### src/logic/srs_pkg.sv
`default_nettype none
package srs_pkg;
	localparam logic [1:0] SRS_LEVEL_LOWEST = 2'h0;
	localparam int SRS_LEVELS = 4;
	// boot sequence length after brownout release
	localparam int SRS_BOOT_NS = 1000;
	localparam int SRS_CLK_MHZ = 125;
	localparam int SRS_BOOT_CYCLES = (SRS_BOOT_NS * SRS_CLK_MHZ + 999) / 1000;
	localparam logic [7:0] SRS_CNT_ZERO = 8'h00;
	localparam logic [7:0] SRS_CNT_ONE = 8'h01;

	typedef enum {
		SRS_ST_POR,
		SRS_ST_BOR,
		SRS_ST_BOOT,
		SRS_ST_RUN
	} srs_state_type;

	typedef struct packed {
		logic power_on_hold;
		logic brownout_hold;
		logic boot_level_reset;
		logic system_level_reset;
		logic core_level_reset;
	} srs_resets_type;
endpackage
`default_nettype wire

### src/logic/srs_sequencer.sv
// How it works
// - above upper power-on level, leave hold, enable monitor
// - above lowest threshold, boot proceeds, power unit starts
// - below lowest threshold, hold in brownout
// - higher threshold trip: interrupt, fall back lowest
// - four threshold levels, lowest during startup
// - software may raise threshold after boot
// - five reset levels provided
// - clock domain reset by upper three only
`default_nettype none
module srs_sequencer
	import srs_pkg::*;
#(
	parameter int BOOT_CYCLES = srs_pkg::SRS_BOOT_CYCLES
) (
	input wire logic ref_clk,
	input wire logic reset,
	input wire logic supply_above_por,
	input wire logic supply_above_lowest_brownout_threshold,
	input wire logic supply_above_sel,
	input wire logic sw_level_write,
	input wire logic [1:0] sw_level,
	input wire logic sys_reset_req,
	input wire logic core_reset_req,
	output srs_pkg::srs_resets_type resets,
	output logic rtc_reset,
	output logic bandgap_monitor_enable,
	output logic power_management_unit_enable,
	output logic [1:0] active_level,
	output logic brownout_irq
);
	import srs_pkg::*;

	// ----------------------------------------
	// input synchronisers
	// ----------------------------------------
	logic [2:0] sync1_reg;
	logic [2:0] sync2_reg;
	always_ff @(posedge ref_clk or posedge reset) begin
		if (reset) begin
			sync1_reg <= 3'h0;
			sync2_reg <= 3'h0;
		end else begin
			sync1_reg <= {supply_above_sel, supply_above_lowest_brownout_threshold,
				supply_above_por};
			sync2_reg <= sync1_reg;
		end
	end
	logic por_ok;
	logic lowest_ok;
	logic sel_ok;
	assign por_ok = sync2_reg[0];
	assign lowest_ok = sync2_reg[1];
	assign sel_ok = sync2_reg[2];

	// ----------------------------------------
	// sequence
	// ----------------------------------------
	srs_state_type state_reg;
	logic [7:0] boot_cnt_reg;
	always_ff @(posedge ref_clk or posedge reset) begin
		if (reset) begin
			state_reg <= SRS_ST_POR;
			boot_cnt_reg <= SRS_CNT_ZERO;
		end else if (!por_ok) begin
			state_reg <= SRS_ST_POR;
			boot_cnt_reg <= SRS_CNT_ZERO;
		end else begin
			unique case (state_reg)
				SRS_ST_POR: begin
					state_reg <= SRS_ST_BOR;
				end
				SRS_ST_BOR: begin
					if (lowest_ok) begin
						state_reg <= SRS_ST_BOOT;
						boot_cnt_reg <= 8'(BOOT_CYCLES);
					end
				end
				SRS_ST_BOOT: begin
					if (!lowest_ok)
						state_reg <= SRS_ST_BOR;
					else if (boot_cnt_reg <= SRS_CNT_ONE)
						state_reg <= SRS_ST_RUN;
					else
						boot_cnt_reg <= boot_cnt_reg - SRS_CNT_ONE;
				end
				SRS_ST_RUN: begin
					if (!lowest_ok)
						state_reg <= SRS_ST_BOR;
				end
			endcase
		end
	end

	// ----------------------------------------
	// threshold selection
	// ----------------------------------------
	logic high_trip;
	assign high_trip = (state_reg == SRS_ST_RUN) && (active_level != SRS_LEVEL_LOWEST) && !sel_ok;
	always_ff @(posedge ref_clk or posedge reset) begin
		if (reset) begin
			active_level <= SRS_LEVEL_LOWEST;
		end else if ((state_reg != SRS_ST_RUN) || !por_ok) begin
			// supply loss drops level in the same cycle that boot reset rises
			// lowest level during startup
			active_level <= SRS_LEVEL_LOWEST;
		end else if (high_trip) begin
			// fall back to lowest, trip wins
			active_level <= SRS_LEVEL_LOWEST;
		end else if (sw_level_write) begin
			active_level <= sw_level;
		end
	end
	always_ff @(posedge ref_clk or posedge reset) begin
		if (reset)
			brownout_irq <= 1'b0;
		else
			brownout_irq <= high_trip;
	end

	// ----------------------------------------
	// reset distribution
	// ----------------------------------------
	srs_resets_type res_next;
	always_comb begin
		res_next.power_on_hold = (state_reg == SRS_ST_POR) || !por_ok;
		res_next.brownout_hold = res_next.power_on_hold || (state_reg == SRS_ST_BOR);
		res_next.boot_level_reset = res_next.brownout_hold || (state_reg == SRS_ST_BOOT);
		res_next.system_level_reset = res_next.boot_level_reset || sys_reset_req;
		res_next.core_level_reset = res_next.system_level_reset || core_reset_req;
	end
	always_ff @(posedge ref_clk or posedge reset) begin
		if (reset) begin
			resets <= '1;
			rtc_reset <= 1'b1;
			bandgap_monitor_enable <= 1'b0;
			power_management_unit_enable <= 1'b0;
		end else begin
			resets <= res_next;
			rtc_reset <= res_next.boot_level_reset;
			bandgap_monitor_enable <= !res_next.power_on_hold;
			power_management_unit_enable <= !res_next.brownout_hold;
		end
	end

	// ----------------------------------------
	// checks
	// ----------------------------------------
	property p_nest;
		@(posedge ref_clk) disable iff (reset)
		resets.power_on_hold |-> resets.brownout_hold && resets.boot_level_reset
			&& resets.system_level_reset && resets.core_level_reset;
	endproperty
	a_nest: assert property (p_nest) else $error("reset nesting broken");

	property p_rtc;
		@(posedge ref_clk) disable iff (reset)
		rtc_reset == resets.boot_level_reset;
	endproperty
	a_rtc: assert property (p_rtc) else $error("rtc reset mismatch");

	property p_fallback;
		@(posedge ref_clk) disable iff (reset)
		high_trip |=> active_level == SRS_LEVEL_LOWEST && brownout_irq;
	endproperty
	a_fallback: assert property (p_fallback) else $error("no fallback on trip");

	property p_startup_low;
		@(posedge ref_clk) disable iff (reset)
		resets.boot_level_reset |-> active_level == SRS_LEVEL_LOWEST;
	endproperty
	a_startup_low: assert property (p_startup_low) else $error("level not lowest");

	property p_bor_hold;
		@(posedge ref_clk) disable iff (reset)
		(por_ok && !lowest_ok && state_reg == SRS_ST_RUN) |=> ##1 resets.brownout_hold;
	endproperty
	a_bor_hold: assert property (p_bor_hold) else $error("no brownout hold");

	property p_power_unit;
		@(posedge ref_clk) disable iff (reset)
		power_management_unit_enable |-> !resets.brownout_hold && bandgap_monitor_enable;
	endproperty
	a_power_unit: assert property (p_power_unit) else $error("power unit on during hold");

	property p_boot_done;
		@(posedge ref_clk) disable iff (reset)
		(state_reg == SRS_ST_BOOT && por_ok && lowest_ok && boot_cnt_reg <= SRS_CNT_ONE)
			##1 por_ok |=> power_management_unit_enable;
	endproperty
	a_boot_done: assert property (p_boot_done) else $error("power unit not started");

	property p_por_release;
		@(posedge ref_clk) disable iff (reset)
		(state_reg == SRS_ST_POR && por_ok) ##1 por_ok |=> bandgap_monitor_enable;
	endproperty
	a_por_release: assert property (p_por_release) else $error("monitor not enabled");

	property p_sw_level;
		@(posedge ref_clk) disable iff (reset)
		(state_reg == SRS_ST_RUN && por_ok && !high_trip && sw_level_write)
			|=> active_level == $past(sw_level);
	endproperty
	a_sw_level: assert property (p_sw_level) else $error("level not written");

	// the fallback removes the trip cause, so the request lasts one cycle
	property p_irq_single;
		@(posedge ref_clk) disable iff (reset)
		brownout_irq |=> !brownout_irq;
	endproperty
	a_irq_single: assert property (p_irq_single) else $error("interrupt held too long");
endmodule
`default_nettype wire

### config.mk
export PLATFORM = sky130hd
export DESIGN_NAME = srs_sequencer
export DESIGN_NICKNAME = d
export VERILOG_FILES = /design/src/logic/srs_pkg.sv /design/src/logic/srs_sequencer.sv
export SDC_FILE = /design/constraint.sdc
export NUM_CORES = 1
export LEC_CHECK = 0
export BUFFER_PORTS_ARGS = -buffer_cell sky130_fd_sc_hd__buf_2
export CAP_MARGIN = 20
export CELL_PAD_IN_SITES_DETAIL_PLACEMENT = 0
export CELL_PAD_IN_SITES_GLOBAL_PLACEMENT = 1
export CORE_UTILIZATION = 45
export CTS_BUF_LIST = sky130_fd_sc_hd__clkbuf_4
export CTS_CLUSTER_DIAMETER = 150
export DETAILED_ROUTE_END_ITERATION = 10
export PLACE_DENSITY_LB_ADDON = 0.2
export SETUP_SLACK_MARGIN = 0.1
export SLEW_MARGIN = 20
export SYNTH_ARGS = -nofsm -noshare
export SYNTH_HDL_FRONTEND = slang
export SYNTH_SLANG_ARGS = --single-unit
### constraint.sdc
create_clock -name ref_clk -period 2.2 [get_ports ref_clk]
set_clock_uncertainty 0.15 [all_clocks]
set_input_delay 0.33 -clock ref_clk [delete_from_list [all_inputs] [get_ports ref_clk]]
set_output_delay 0.33 -clock ref_clk [all_outputs]
set_load 0.02 [all_outputs]
Yosys cells after proc, flatten, opt, wreduce, memory -nomap -nowiden
Cells that the tools add are included.
Widths: inputs -> output; s select.
{ "word_totals": {"latch_bits": 0, "mem_bits_rw": 0, "regBits": 56, "mem_bits_ro": 0, "memories": 0} }
{ "classes": {"n_mul": 0, "shifts": 0, "bitwise_logic": 0, "order_cmp": 1, "eq_ne": 13, "reduce_logical": 18, "div_mod_pow": 0, "addsub": 1, "n_mux": 14} }
{ "ops": {"columns": ["op", "n"], "rows": [
  ["$mux 32", 5],
  ["$pmux 32 s4", 1],
  ["$eq 32x2->1 const B", 3],
  ["$eq 32x3->1 const B", 2],
  ["$logic_not 32->1", 2],
  ["$eq 32x1->1 const B", 1],
  ["$mux 8", 4],
  ["$ne 32x3->1 const B", 1],
  ["$pmux 8 s2", 1],
  ["$ne 3x3->1 const B", 4],
  ["$le 8x1->1 const B", 1],
  ["$sub 8x1->8 const B", 1],
  ["$logic_or 1x1->1", 6],
  ["$mux 2", 3],
  ["$logic_not 1->1", 4],
  ["$ne 4x4->1 const B", 1],
  ["$reduce_and 4->1", 1],
  ["$ne 3x1->1 const B", 1],
  ["$reduce_and 3->1", 1],
  ["$reduce_bool 3->1", 1],
  ["$logic_and 1x1->1", 2],
  ["$reduce_bool 2->1", 1]
]} }

Longest topological paths before layout
Gate-level depths: netlist of run 1.
{ "depth": {"word_depth": 6, "mapped_depth": 7, "depth_no_buf": 6} }

Least setup slack after synthesis of run 1
OpenSTA, ideal clock, no wires.
{ "synth_timing": {"path_kind": "reg2reg", "startpoint": "reg boot_cnt_reg[0]", "endpoint": "reg state_reg[1]", "n_path_buf": 1, "t_required_ns": 1.925, "stages_incl_launch_ff": 8, "arrival_time_ns": 1.606, "slack_ns": 0.319, "cell_sequence": "dfrtp_1 > inv_1 > ha_1 > clkbuf_1 > or2_1 > a31oi_1 > nor3_1 > o21bai_1"} }
{ "synth_between": {"elab_chain_len": 3} }
{ "synth_rtl": {"columns": ["element", "line", "text"], "rows": [
  ["start, declared", "srs_sequencer.sv:60", "logic [7:0] boot_cnt_reg;"],
  ["start signal, assigned", "srs_sequencer.sv:76", "boot_cnt_reg <= 8'(BOOT_CYCLES);"],
  ["start signal, assigned", "srs_sequencer.sv:85", "boot_cnt_reg <= boot_cnt_reg - SRS_CNT_ONE;"],
  ["$le 8x1->1", "srs_sequencer.sv:82", "else if (boot_cnt_reg <= SRS_CNT_ONE)"],
  ["$ne 4x4->1 (no source line)", null, null],
  ["$reduce_and 3->1 (no source line)", null, null],
  ["end signal, assigned", "srs_sequencer.sv:81", "state_reg <= SRS_ST_BOR;"],
  ["end signal, assigned", "srs_sequencer.sv:83", "state_reg <= SRS_ST_RUN;"],
  ["end signal, assigned", "srs_sequencer.sv:89", "state_reg <= SRS_ST_BOR;"],
  ["end, declared", "srs_sequencer.sv:59", "srs_state_type state_reg;"]
]} }
No other way between the ends.
A chain may end at the register's enable or synchronous reset.

Final worst setup path of run 1
Ends and elaborated chain as after synthesis.

==> results of run 1 <==
area by class of cell:
class	count	area, um2	area share, %
Sequential cell	26	657	44.6
Multi-Input combinational cell	78	553	37.5
Timing Repair Buffer	28	170	11.5
Tap cell	30	37.5	2.55
Inverter	8	30.0	2.04
Clock buffer	3	22.5	1.53
Clock inverter	1	3.75	0.255
cell usage in the layout, fill, tap and decap left out, types with 5 or more instances in the layout:
cell type  Yosys  routed
a21oi_1        5       5
buf_2          1      20
dfrtp_1       21      21
dfstp_2        5       5
ha_1           6       6
inv_1          8       8
nand2_1        5       5
nor2_1         9       9
o21ai_0        5       5
timing repair:
action	in CTS	in global routing
hold buffers	4	0
endpoints found under the setup margin	0	2
endpoints found under the hold margin	15	0
resized for setup	0	1
metrics by stage:
stage | hold WS, ps | setup slack (ps)
after global placement | 184 | 305
after detailed placement | 190 | 204
after floorplan | 181 | 319
after global routing | 35.6 | 97.5
after CTS | 39.0 | 173
final | 43.1 | 227
kinds of logic (layout without fill, tap and decap cells):
group | after synthesis | count (layout) | share of synthesized area, %
AO/OA/AOI/OAI | 31 | 31 | 17.6
adder cells (fa/ha/maj) | 6 | 6 | 5.95
flip-flops | 26 | 26 | 52.1
multiplexers | 4 | 4 | 3.17
buffers and inverters | 14 | 40 | 4.56
AND/OR/NAND/NOR | 37 | 37 | 16.7
worst max-delay path by stage:
stage	startpoint	end	slack, ps	cells past startpoint
finish	boot_cnt_reg[0]$_DFFE_PP0P_	state_reg[1]$_DFFE_PP0P_	230	6
detailed placement	boot_cnt_reg[0]$_DFFE_PP0P_	state_reg[1]$_DFFE_PP0P_	200	6
floorplan	boot_cnt_reg[0]$_DFFE_PP0P_	state_reg[1]$_DFFE_PP0P_	320	7
global route	boot_cnt_reg[0]$_DFFE_PP0P_	state_reg[1]$_DFFE_PP0P_	100	6
CTS	boot_cnt_reg[0]$_DFFE_PP0P_	state_reg[1]$_DFFE_PP0P_	170	6
global placement	boot_cnt_reg[0]$_DFFE_PP0P_	state_reg[1]$_DFFE_PP0P_	300	6
power groups by stage:
stage	logic (uW)	registers [uW]	clock network [uW]
2_1_floorplan	146	561	0
3_3_place_gp	206	555	0
5_1_grt	242	554	239
6_report	217	547	200
4_1_cts	216	547	210
3_5_place_dp	209	556	0
cells in the mapped netlist (2+ instances only):
library cell / count
dfrtp_1: 21
nor2_1: 9
inv_1: 8
ha_1: 6
a21oi_1: 5
dfstp_2: 5
nand2_1: 5
o21ai_0: 5
a31oi_1: 4
clkbuf_1: 4
mux2i_1: 4
nand3_1: 4
nor3_1: 3
o211ai_1: 3
or3_1: 3
nand4_1: 2
nor2b_1: 2
nor3b_1: 2
o21ai_1: 2
or2_1: 2
critical path: cells and delay by family, from the launching register on:
family / cells / cell delay [ps]
buf+inv: 1 / 70
simple gates: 2 / 410
compound gates: 2 / 460
fa+ha+maj: 1 / 300
flops: 1 / 480
metal layers:
metal	wire [um]	track usage, %	part of all wire [%]
met1	1150	25.1	46
met2	1150	31.9	46
met3	162	5.74	6.5
met4	14	2.50	0.56
met5	0	0	0
==> impl_metrics.tcl, run 1 <==
set metrics [dict create \
    worst_slew_pin_slew_ps 658 \
    crit_chain "inv_1 -> ha_1 -> or2_1 -> a31oi_2 -> nor3_1 -> o21bai_1" \
    cts_buffer_depth 2 \
    pin_count 21 \
    overflow 0 \
    p_sw_uw 291 \
    vdd_drop_max_uv 482 \
    yosysWarnings 0 \
    ys_seq_area_share_pct 52.1 \
    clock.fmax_mhz 507 \
    stdcell_count 174 \
    gr-usage-all-layers_pct 19.1 \
    placed_area_um2 1400 \
    rrSetupSlack_ps 230 \
    wirelength_mm 2.48 \
    die_area_um2 3020 \
    numCtsBuffers 3 \
    ys_types 39 \
    finalPower_uw 964 \
    synthesis.area_um2 1260 \
    viasPerCell 5.65 \
    yosys-top-cells-area "dfrtp_1, dfstp_2, ha_1, mux2i_1, nor2_1" \
    r2r-start "boot_cnt_reg[0]$_DFFE_PP0P_" \
    first_iter_violations 23 \
    cts_sinks 26 \
    final_antenna_net_count 0 \
    min_to "resets[0]$_DFF_PP1_" \
    rr_worst_depth 6 \
    h-tree-depth 1 \
    hold_violations 0 \
    coreArea_um2 2570 \
    dpl.hpwl_mm 1.75 \
    fin_util_pct 57.4 \
    pwr-share-clk_pct 20.7 \
    place_inst 166 \
    grt_pass1_wl_mm 4.03 \
    setup_viol 0 \
    firstDrtPassIters 4 \
    maxCapViolations 0 \
    synthCells 118 \
    cpMaxStageDelayCell "dfrtp_1" \
    slew_headroom_pct 56.1 \
    min-delay-start "core_reset_req" \
    design_area_um2 1470 \
    pwr-share-comb_pct 22.5 \
    syn2layout_area_growth_pct 16.9 \
    power_frac_seq_pct 56.8 \
    slowest_delay_ps 480 \
    swShare_pct 30.2 \
    synth_top_area_share_pct 41.7 \
    diodes 0 \
    remaining_drc_errors 0 \
    grt_max_degree 20 \
    fin_crit_ps 1970 \
    internal_power_uw 673 \
    yosys.area.top_type "dfrtp_1" \
    status "finished, final reports clean" \
    drive_gt1_share_pct 25.7 \
    fin_setup_tns_ps 0 \
    worst_ep_required_time_ps 2250 \
    hold_depth 2 \
    globalplace.congestion 0.839 \
    vias 983 \
    rows 18 \
    syn_nets 134 \
    fp.dieH_um 54.9 \
    cts_tree "done" \
    clock_latency_ps 310 \
    initial_core_util_pct 49.1 \
    synth_enable_flop_cells 0 \
    nets 161 \
    crit_type "register to register" \
    antenna_found_initial 0 \
    grt_pass1_vias 884 \
    post_cts_buffers 0 \
    fin_crit_sh_pct 89.7 \
    grt_setup_unrepaired "no" \
    die_w_um 54.9 \
    drv_slew 0 \
    worstSetupEndpointType "register" \
    cellPowerDensity_nw_per_um2 654 \
    largest_register_ffs 8 \
    avgSynthCellArea_um2 10.7 \
    path_max_fanout 8 \
    yosys_register_bits 26 \
    start_kind "register" \
    fillers 242 \
    p_leak_uw 0.000675 \
    r2r-end "state_reg[1]$_DFFE_PP0P_" \
    cts_root_buf "clkbuf_4" \
    synth-main-ff-cell "dfrtp_1" \
    io_buffer_count 20 \
    worstPathArrival_ps 2030 \
    wl_per_cell_um 14.3 \
    hp-class "input pin to register" \
    synthArstFlopShare_pct 100 \
    clk_pin_slew_ps 130 \
]
Note: power is estimated with default switching activity, not from simulation.
==> run 2: changes to the inputs <==
--- a/config.mk
+++ b/config.mk
@@ -13,7 +13,9 @@
 export CTS_BUF_LIST = sky130_fd_sc_hd__clkbuf_4
 export CTS_CLUSTER_DIAMETER = 150
 export DETAILED_ROUTE_END_ITERATION = 10
+export MAX_ROUTING_LAYER = met4
 export PLACE_DENSITY_LB_ADDON = 0.2
+export REMOVE_ABC_BUFFERS = 1
 export SETUP_SLACK_MARGIN = 0.1
 export SLEW_MARGIN = 20
 export SYNTH_ARGS = -nofsm -noshare
==> run 2 against run 1 <==
Total power grew 14%. Via count shrank 0.20%. Final area grew 0.76%. Clock power grew 66%. Clock-buffer cell count is the same. Combinational power is essentially flat. Sequential power is essentially flat. Critical path depth is the same.
==> impl_metrics.tcl, run 2 (synthesis results as in run 1) <==
set metrics [dict create \
    gr-usage-all-layers_pct 21.0 \
    multiInputGateArea_um2 553 \
    grt_pass1_wl_mm 4.22 \
    worst_ep_required_time_ps 2270 \
    initial_core_util_pct 49.1 \
    pin_count 21 \
    post_cts_buffers 0 \
    fp.dieH_um 54.9 \
    pwr-share-comb_pct 20.0 \
    layout_commonest_cell "dfrtp_1" \
    clk_pin_slew_ps 140 \
    cts_root_buf "clkbuf_4" \
    clock_latency_ps 330 \
    die_w_um 54.9 \
    fin_setup_tns_ps 0 \
    worst_slew_pin_slew_ps 492 \
    seqCellArea_um2 657 \
    placed_area_um2 1390 \
    internal_power_uw 789 \
    path_max_fanout 8 \
    grt_max_degree 16 \
    worstPathArrival_ps 2110 \
    drv_slew 0 \
    maxCapViolations 0 \
    hold_violations 0 \
    drive_gt1_share_pct 25.4 \
    grt_pass1_vias 903 \
    globalplace.congestion 0.859 \
    start_kind "register" \
    rows 18 \
    numCtsBuffers 3 \
    coreArea_um2 2570 \
    critPathBufInv 1 \
    wl_per_cell_um 15.6 \
    vias 981 \
    fin_crit_ps 2040 \
    slowest_delay_ps 450 \
    firstDrtPassIters 4 \
    fin_crit_sh_pct 92.7 \
    die_area_um2 3020 \
    largest_register_ffs 8 \
    grt_setup_unrepaired "yes" \
    p_sw_uw 310 \
    first_iter_violations 24 \
    crit_chain "inv_1 -> ha_1 -> or2_1 -> a31oi_1 -> mux2i_1 -> a21oi_1" \
    viasPerCell 5.70 \
    cts_sinks 26 \
    cts_tree "done" \
    setup_viol 0 \
    diodes 0 \
    pwr-share-clk_pct 30.1 \
    final_antenna_net_count 0 \
    overflow 0 \
    place_inst 164 \
    syn2layout_area_growth_pct 17.8 \
    h-tree-depth 1 \
    wirelength_mm 2.68 \
    stdcell_count 172 \
    pre_cts_ws_ps 198 \
    dpl.hpwl_mm 1.84 \
    power_frac_seq_pct 49.9 \
    antenna_found_initial 0 \
    vdd_drop_max_uv 683 \
    io_buffer_count 20 \
    hp-class "input pin to register" \
    final_cell_mix "dfrtp_1, buf_2, nor2_1" \
    crit_type "register to register" \
    cts_buffer_depth 2 \
    finalPower_uw 1100 \
    nets 159 \
    clock.fmax_mhz 490 \
    status "finished, final reports clean" \
    p_leak_uw 0.000677 \
    postLayoutSetupSlackWorst_ps 161 \
    cellPowerDensity_nw_per_um2 740 \
    slew_headroom_pct 67.0 \
    design_area_um2 1490 \
    worstSetupEndpointType "register" \
    remaining_drc_errors 0 \
    swShare_pct 28.2 \
    cpMaxStageDelayCell "dfrtp_1" \
    crit_family "flip-flops" \
    fillers 243 \
]
-- run 2: cell count changes in the layout (fill, tap and decap cells not counted), sizes merged --
cell	previous run	this run
buf	24	22
bufinv	0	1
clkinv	1	0
-- run 2: final timing paths --
path,startpoint,endpoint,slack [ps],cells after the start
setup / recovery,boot_cnt_reg[1]$_DFFE_PP0P_,boot_cnt_reg[3]$_DFFE_PP0P_,160,6
hold / removal,core_reset_req,resets[0]$_DFF_PP1_,30,2
setup reg to reg,boot_cnt_reg[1]$_DFFE_PP0P_,boot_cnt_reg[3]$_DFFE_PP0P_,160,6
hold reg to reg,sync1_reg[1]$_DFF_PP0_,sync2_reg[1]$_DFF_PP0_,220,0
max in group asynchronous,reset,resets[0]$_DFF_PP1_,860,4
min in group asynchronous,reset,sync1_reg[2]$_DFF_PP0_,390,3
-- run 2: repair_timing --
item / in CTS / in global routing
hold buffers: 4 / 0
resized for setup: 0 / 1
endpoints found under the setup margin: 0 / 2
endpoints found under the hold margin: 16 / 0
-- run 2: per-stage QoR --
stage / hold slack, ps / util, %
finish: 27.1 / 57.8
global route: 32.8 / 57.8
CTS: 24.1 / 57.6
detailed placement: 191 / 54.0
global placement: 188 / 54.0
floorplan: 181 / -
-- run 2: cell type report --
class                           instances  area share (%)
Clock buffer                            3            1.52
Clock inverter                          1            2.02
Inverter                                8            2.02
Multi-Input combinational cell         78            37.2
Sequential cell                        26            44.2
Tap cell                               30            2.53
Timing Repair Buffer                   26            10.4
-- run 2: per-layer routing --
metal	GRT usage [%]	wire, um	up-vias
met5	-	0	-
met4	7.50	23	0
met3	3.28	117	3
met2	32.7	1310	33
met1	27.7	1230	476
li1	-	-	469
-- run 2: power groups by stage --
stage / clock [uW] / combinational [uW] / sequential [uW]
finish: 331 / 220 / 548
detailed placement: 0 / 209 / 557
global route: 349 / 243 / 555
floorplan: 0 / 137 / 566
CTS: 336 / 216 / 548
global placement: 0 / 206 / 555
-- run 2: worst reg2reg max path: cells and delay by family (launching register included) --
kind            cells  cell delay [ps]
flops               1              450
compound gates      2              400
simple gates        1              320
fa+ha+maj           1              290
mux                 1              220
buf+inv             1               90
==> run 3: changes to the inputs <==
--- a/config.mk
+++ b/config.mk
@@ -5,7 +5,7 @@
 export SDC_FILE = /design/constraint.sdc
 export NUM_CORES = 1
 export LEC_CHECK = 0
-export BUFFER_PORTS_ARGS = -buffer_cell sky130_fd_sc_hd__buf_2
+export BUFFER_PORTS_ARGS = -buffer_cell sky130_fd_sc_hd__clkbuf_2
 export CAP_MARGIN = 20
 export CELL_PAD_IN_SITES_DETAIL_PLACEMENT = 0
 export CELL_PAD_IN_SITES_GLOBAL_PLACEMENT = 1
==> run 3 against run 2 <==
Clock power hardly changed. Clock-buffer cell count stayed put. Combinational power hardly changed. Highest routed layer unchanged. Total power is 0.38% lower. Worst hold slack better by 8.7 ps.
==> impl_metrics.tcl, run 3 (synthesis results as in run 1) <==
set metrics [dict create \
    clock_latency_ps 330 \
    hold_violations 0 \
    clock.fmax_mhz 503 \
    grt_setup_unrepaired "no" \
    multiInputGateArea_um2 553 \
    initial_core_util_pct 49.1 \
    worst_ep_required_time_ps 2260 \
    setup_viol 0 \
    die_w_um 54.9 \
    grt_max_degree 16 \
    grt_pass1_vias 924 \
    cellPowerDensity_nw_per_um2 737 \
    cp_num_cells 6 \
    rrSetupSlack_ps 210 \
    slew_headroom_pct 66.5 \
    grt_pass1_wl_mm 4.06 \
    slowest_delay_ps 460 \
    firstDrtPassIters 4 \
    vias 999 \
    cts_tree "done" \
    fin_setup_tns_ps 0 \
    hp-class "input pin to register" \
    fp.dieH_um 54.9 \
    worstPathArrival_ps 2050 \
    rows 18 \
    postLayoutSetupSlackWorst_ps 211 \
    first_iter_violations 34 \
    coreArea_um2 2570 \
    cts_root_buf "clkbuf_4" \
    worstSetupEndpointType "register" \
    cts_sinks 26 \
    start_kind "register" \
    critPathBufInv 1 \
    min-delay-start "core_reset_req" \
    drv_slew 0 \
    r2r-end "boot_cnt_reg[3]$_DFFE_PP0P_" \
    cts_buffer_depth 2 \
    pin_count 21 \
    die_area_um2 3020 \
    min_to "resets[0]$_DFF_PP1_" \
    diodes 0 \
    path_max_fanout 8 \
    nets 159 \
    p_leak_uw 0.000682 \
    maxCapViolations 0 \
    io_buffer_count 20 \
    post_cts_buffers 0 \
    syn2layout_area_growth_pct 17.8 \
    pre_cts_ws_ps 252 \
    wl_per_cell_um 15.0 \
    fin_crit_ps 1990 \
    globalplace.congestion 0.872 \
    crit_type "register to register" \
    cpMaxStageDelayCell "dfrtp_1" \
    hold_depth 2 \
    clk_pin_slew_ps 140 \
    worst_slew_pin_slew_ps 502 \
    viasPerCell 5.81 \
    r2r-start "boot_cnt_reg[1]$_DFFE_PP0P_" \
    final_cell_mix "dfrtp_1, clkbuf_2, nor2_1" \
    gr-usage-all-layers_pct 20.2 \
    remaining_drc_errors 0 \
    rr_worst_depth 6 \
    overflow 0 \
    numCtsBuffers 3 \
    crit_family "flip-flops" \
    final_antenna_net_count 0 \
    crit_chain "inv_1 -> ha_1 -> or2_1 -> a31oi_1 -> mux2i_1 -> a21oi_1" \
    fin_crit_sh_pct 90.4 \
    antenna_found_initial 0 \
    dpl.hpwl_mm 1.80 \
    wirelength_mm 2.57 \
    h-tree-depth 1 \
    fillers 219 \
    largest_register_ffs 8 \
    drive_gt1_share_pct 25.4 \
    seqCellArea_um2 657 \
    status "finished, final reports clean" \
    layout_commonest_cell "dfrtp_1" \
    vdd_drop_max_uv 509 \
]
-- run 3: changes by cell type in the layout (fill, tap and decap cells not counted) --
cell,previous run,this run
buf_2,20,0
clkbuf_2,0,20
-- run 3: repair_timing --
item                                   4_1_cts  5_1_grt
endpoints found under the hold margin       16        0
resized for setup                            0        1
setup endpoints to repair                    0        2
hold buffers                                 4        0
-- run 3: power by group --
group | switching [uW] | internal [uW] | total (uW)
combinational | 125 | 92.3 | 217
clock | 145 | 184 | 330
sequential | 35.1 | 513 | 548
-- run 3: worst max-delay path by stage --
stage                                      startpoint                           to
after floorplan           boot_cnt_reg[0]$_DFFE_PP0P_     state_reg[1]$_DFFE_PP0P_
after global placement    boot_cnt_reg[0]$_DFFE_PP0P_     state_reg[1]$_DFFE_PP0P_
after detailed placement  boot_cnt_reg[0]$_DFFE_PP0P_     state_reg[1]$_DFFE_PP0P_
after CTS                 boot_cnt_reg[0]$_DFFE_PP0P_     state_reg[1]$_DFFE_PP0P_
after global routing      boot_cnt_reg[0]$_DFFE_PP0P_  boot_cnt_reg[3]$_DFFE_PP0P_
final                     boot_cnt_reg[1]$_DFFE_PP0P_  boot_cnt_reg[3]$_DFFE_PP0P_
-- run 3: area by class of cell --
| cell class | count | area share [%] |
|---|---|---|
| Sequential cell | 26 | 44.2 |
| Inverter | 8 | 2.02 |
| Timing Repair Buffer | 26 | 10.4 |
| Clock buffer | 3 | 1.52 |
| Tap cell | 30 | 2.53 |
| Clock inverter | 1 | 2.02 |
| Multi-Input combinational cell | 78 | 37.2 |
-- run 3: routing by layer --
metal	global-route usage, %	share of wire [%]	up-vias
met5	-	0	-
li1	-	-	473
met1	25.5	46	480
met3	3.55	5.2	7
met4	9.17	1.7	0
met2	31.5	47	39
-- run 3: per-stage QoR --
stage	utilization, %	hold slack, ps	area, um2	power [uW]	std cells
6_report	57.8	35.8	1490	1090	172
3_5_place_dp	54.0	191	1390	764	164
2_1_floorplan	-	181	1230	703	112
4_1_cts	57.6	21.9	1480	1100	172
5_1_grt	57.8	11.9	1490	1150	172
3_3_place_gp	54.0	186	1390	762	164
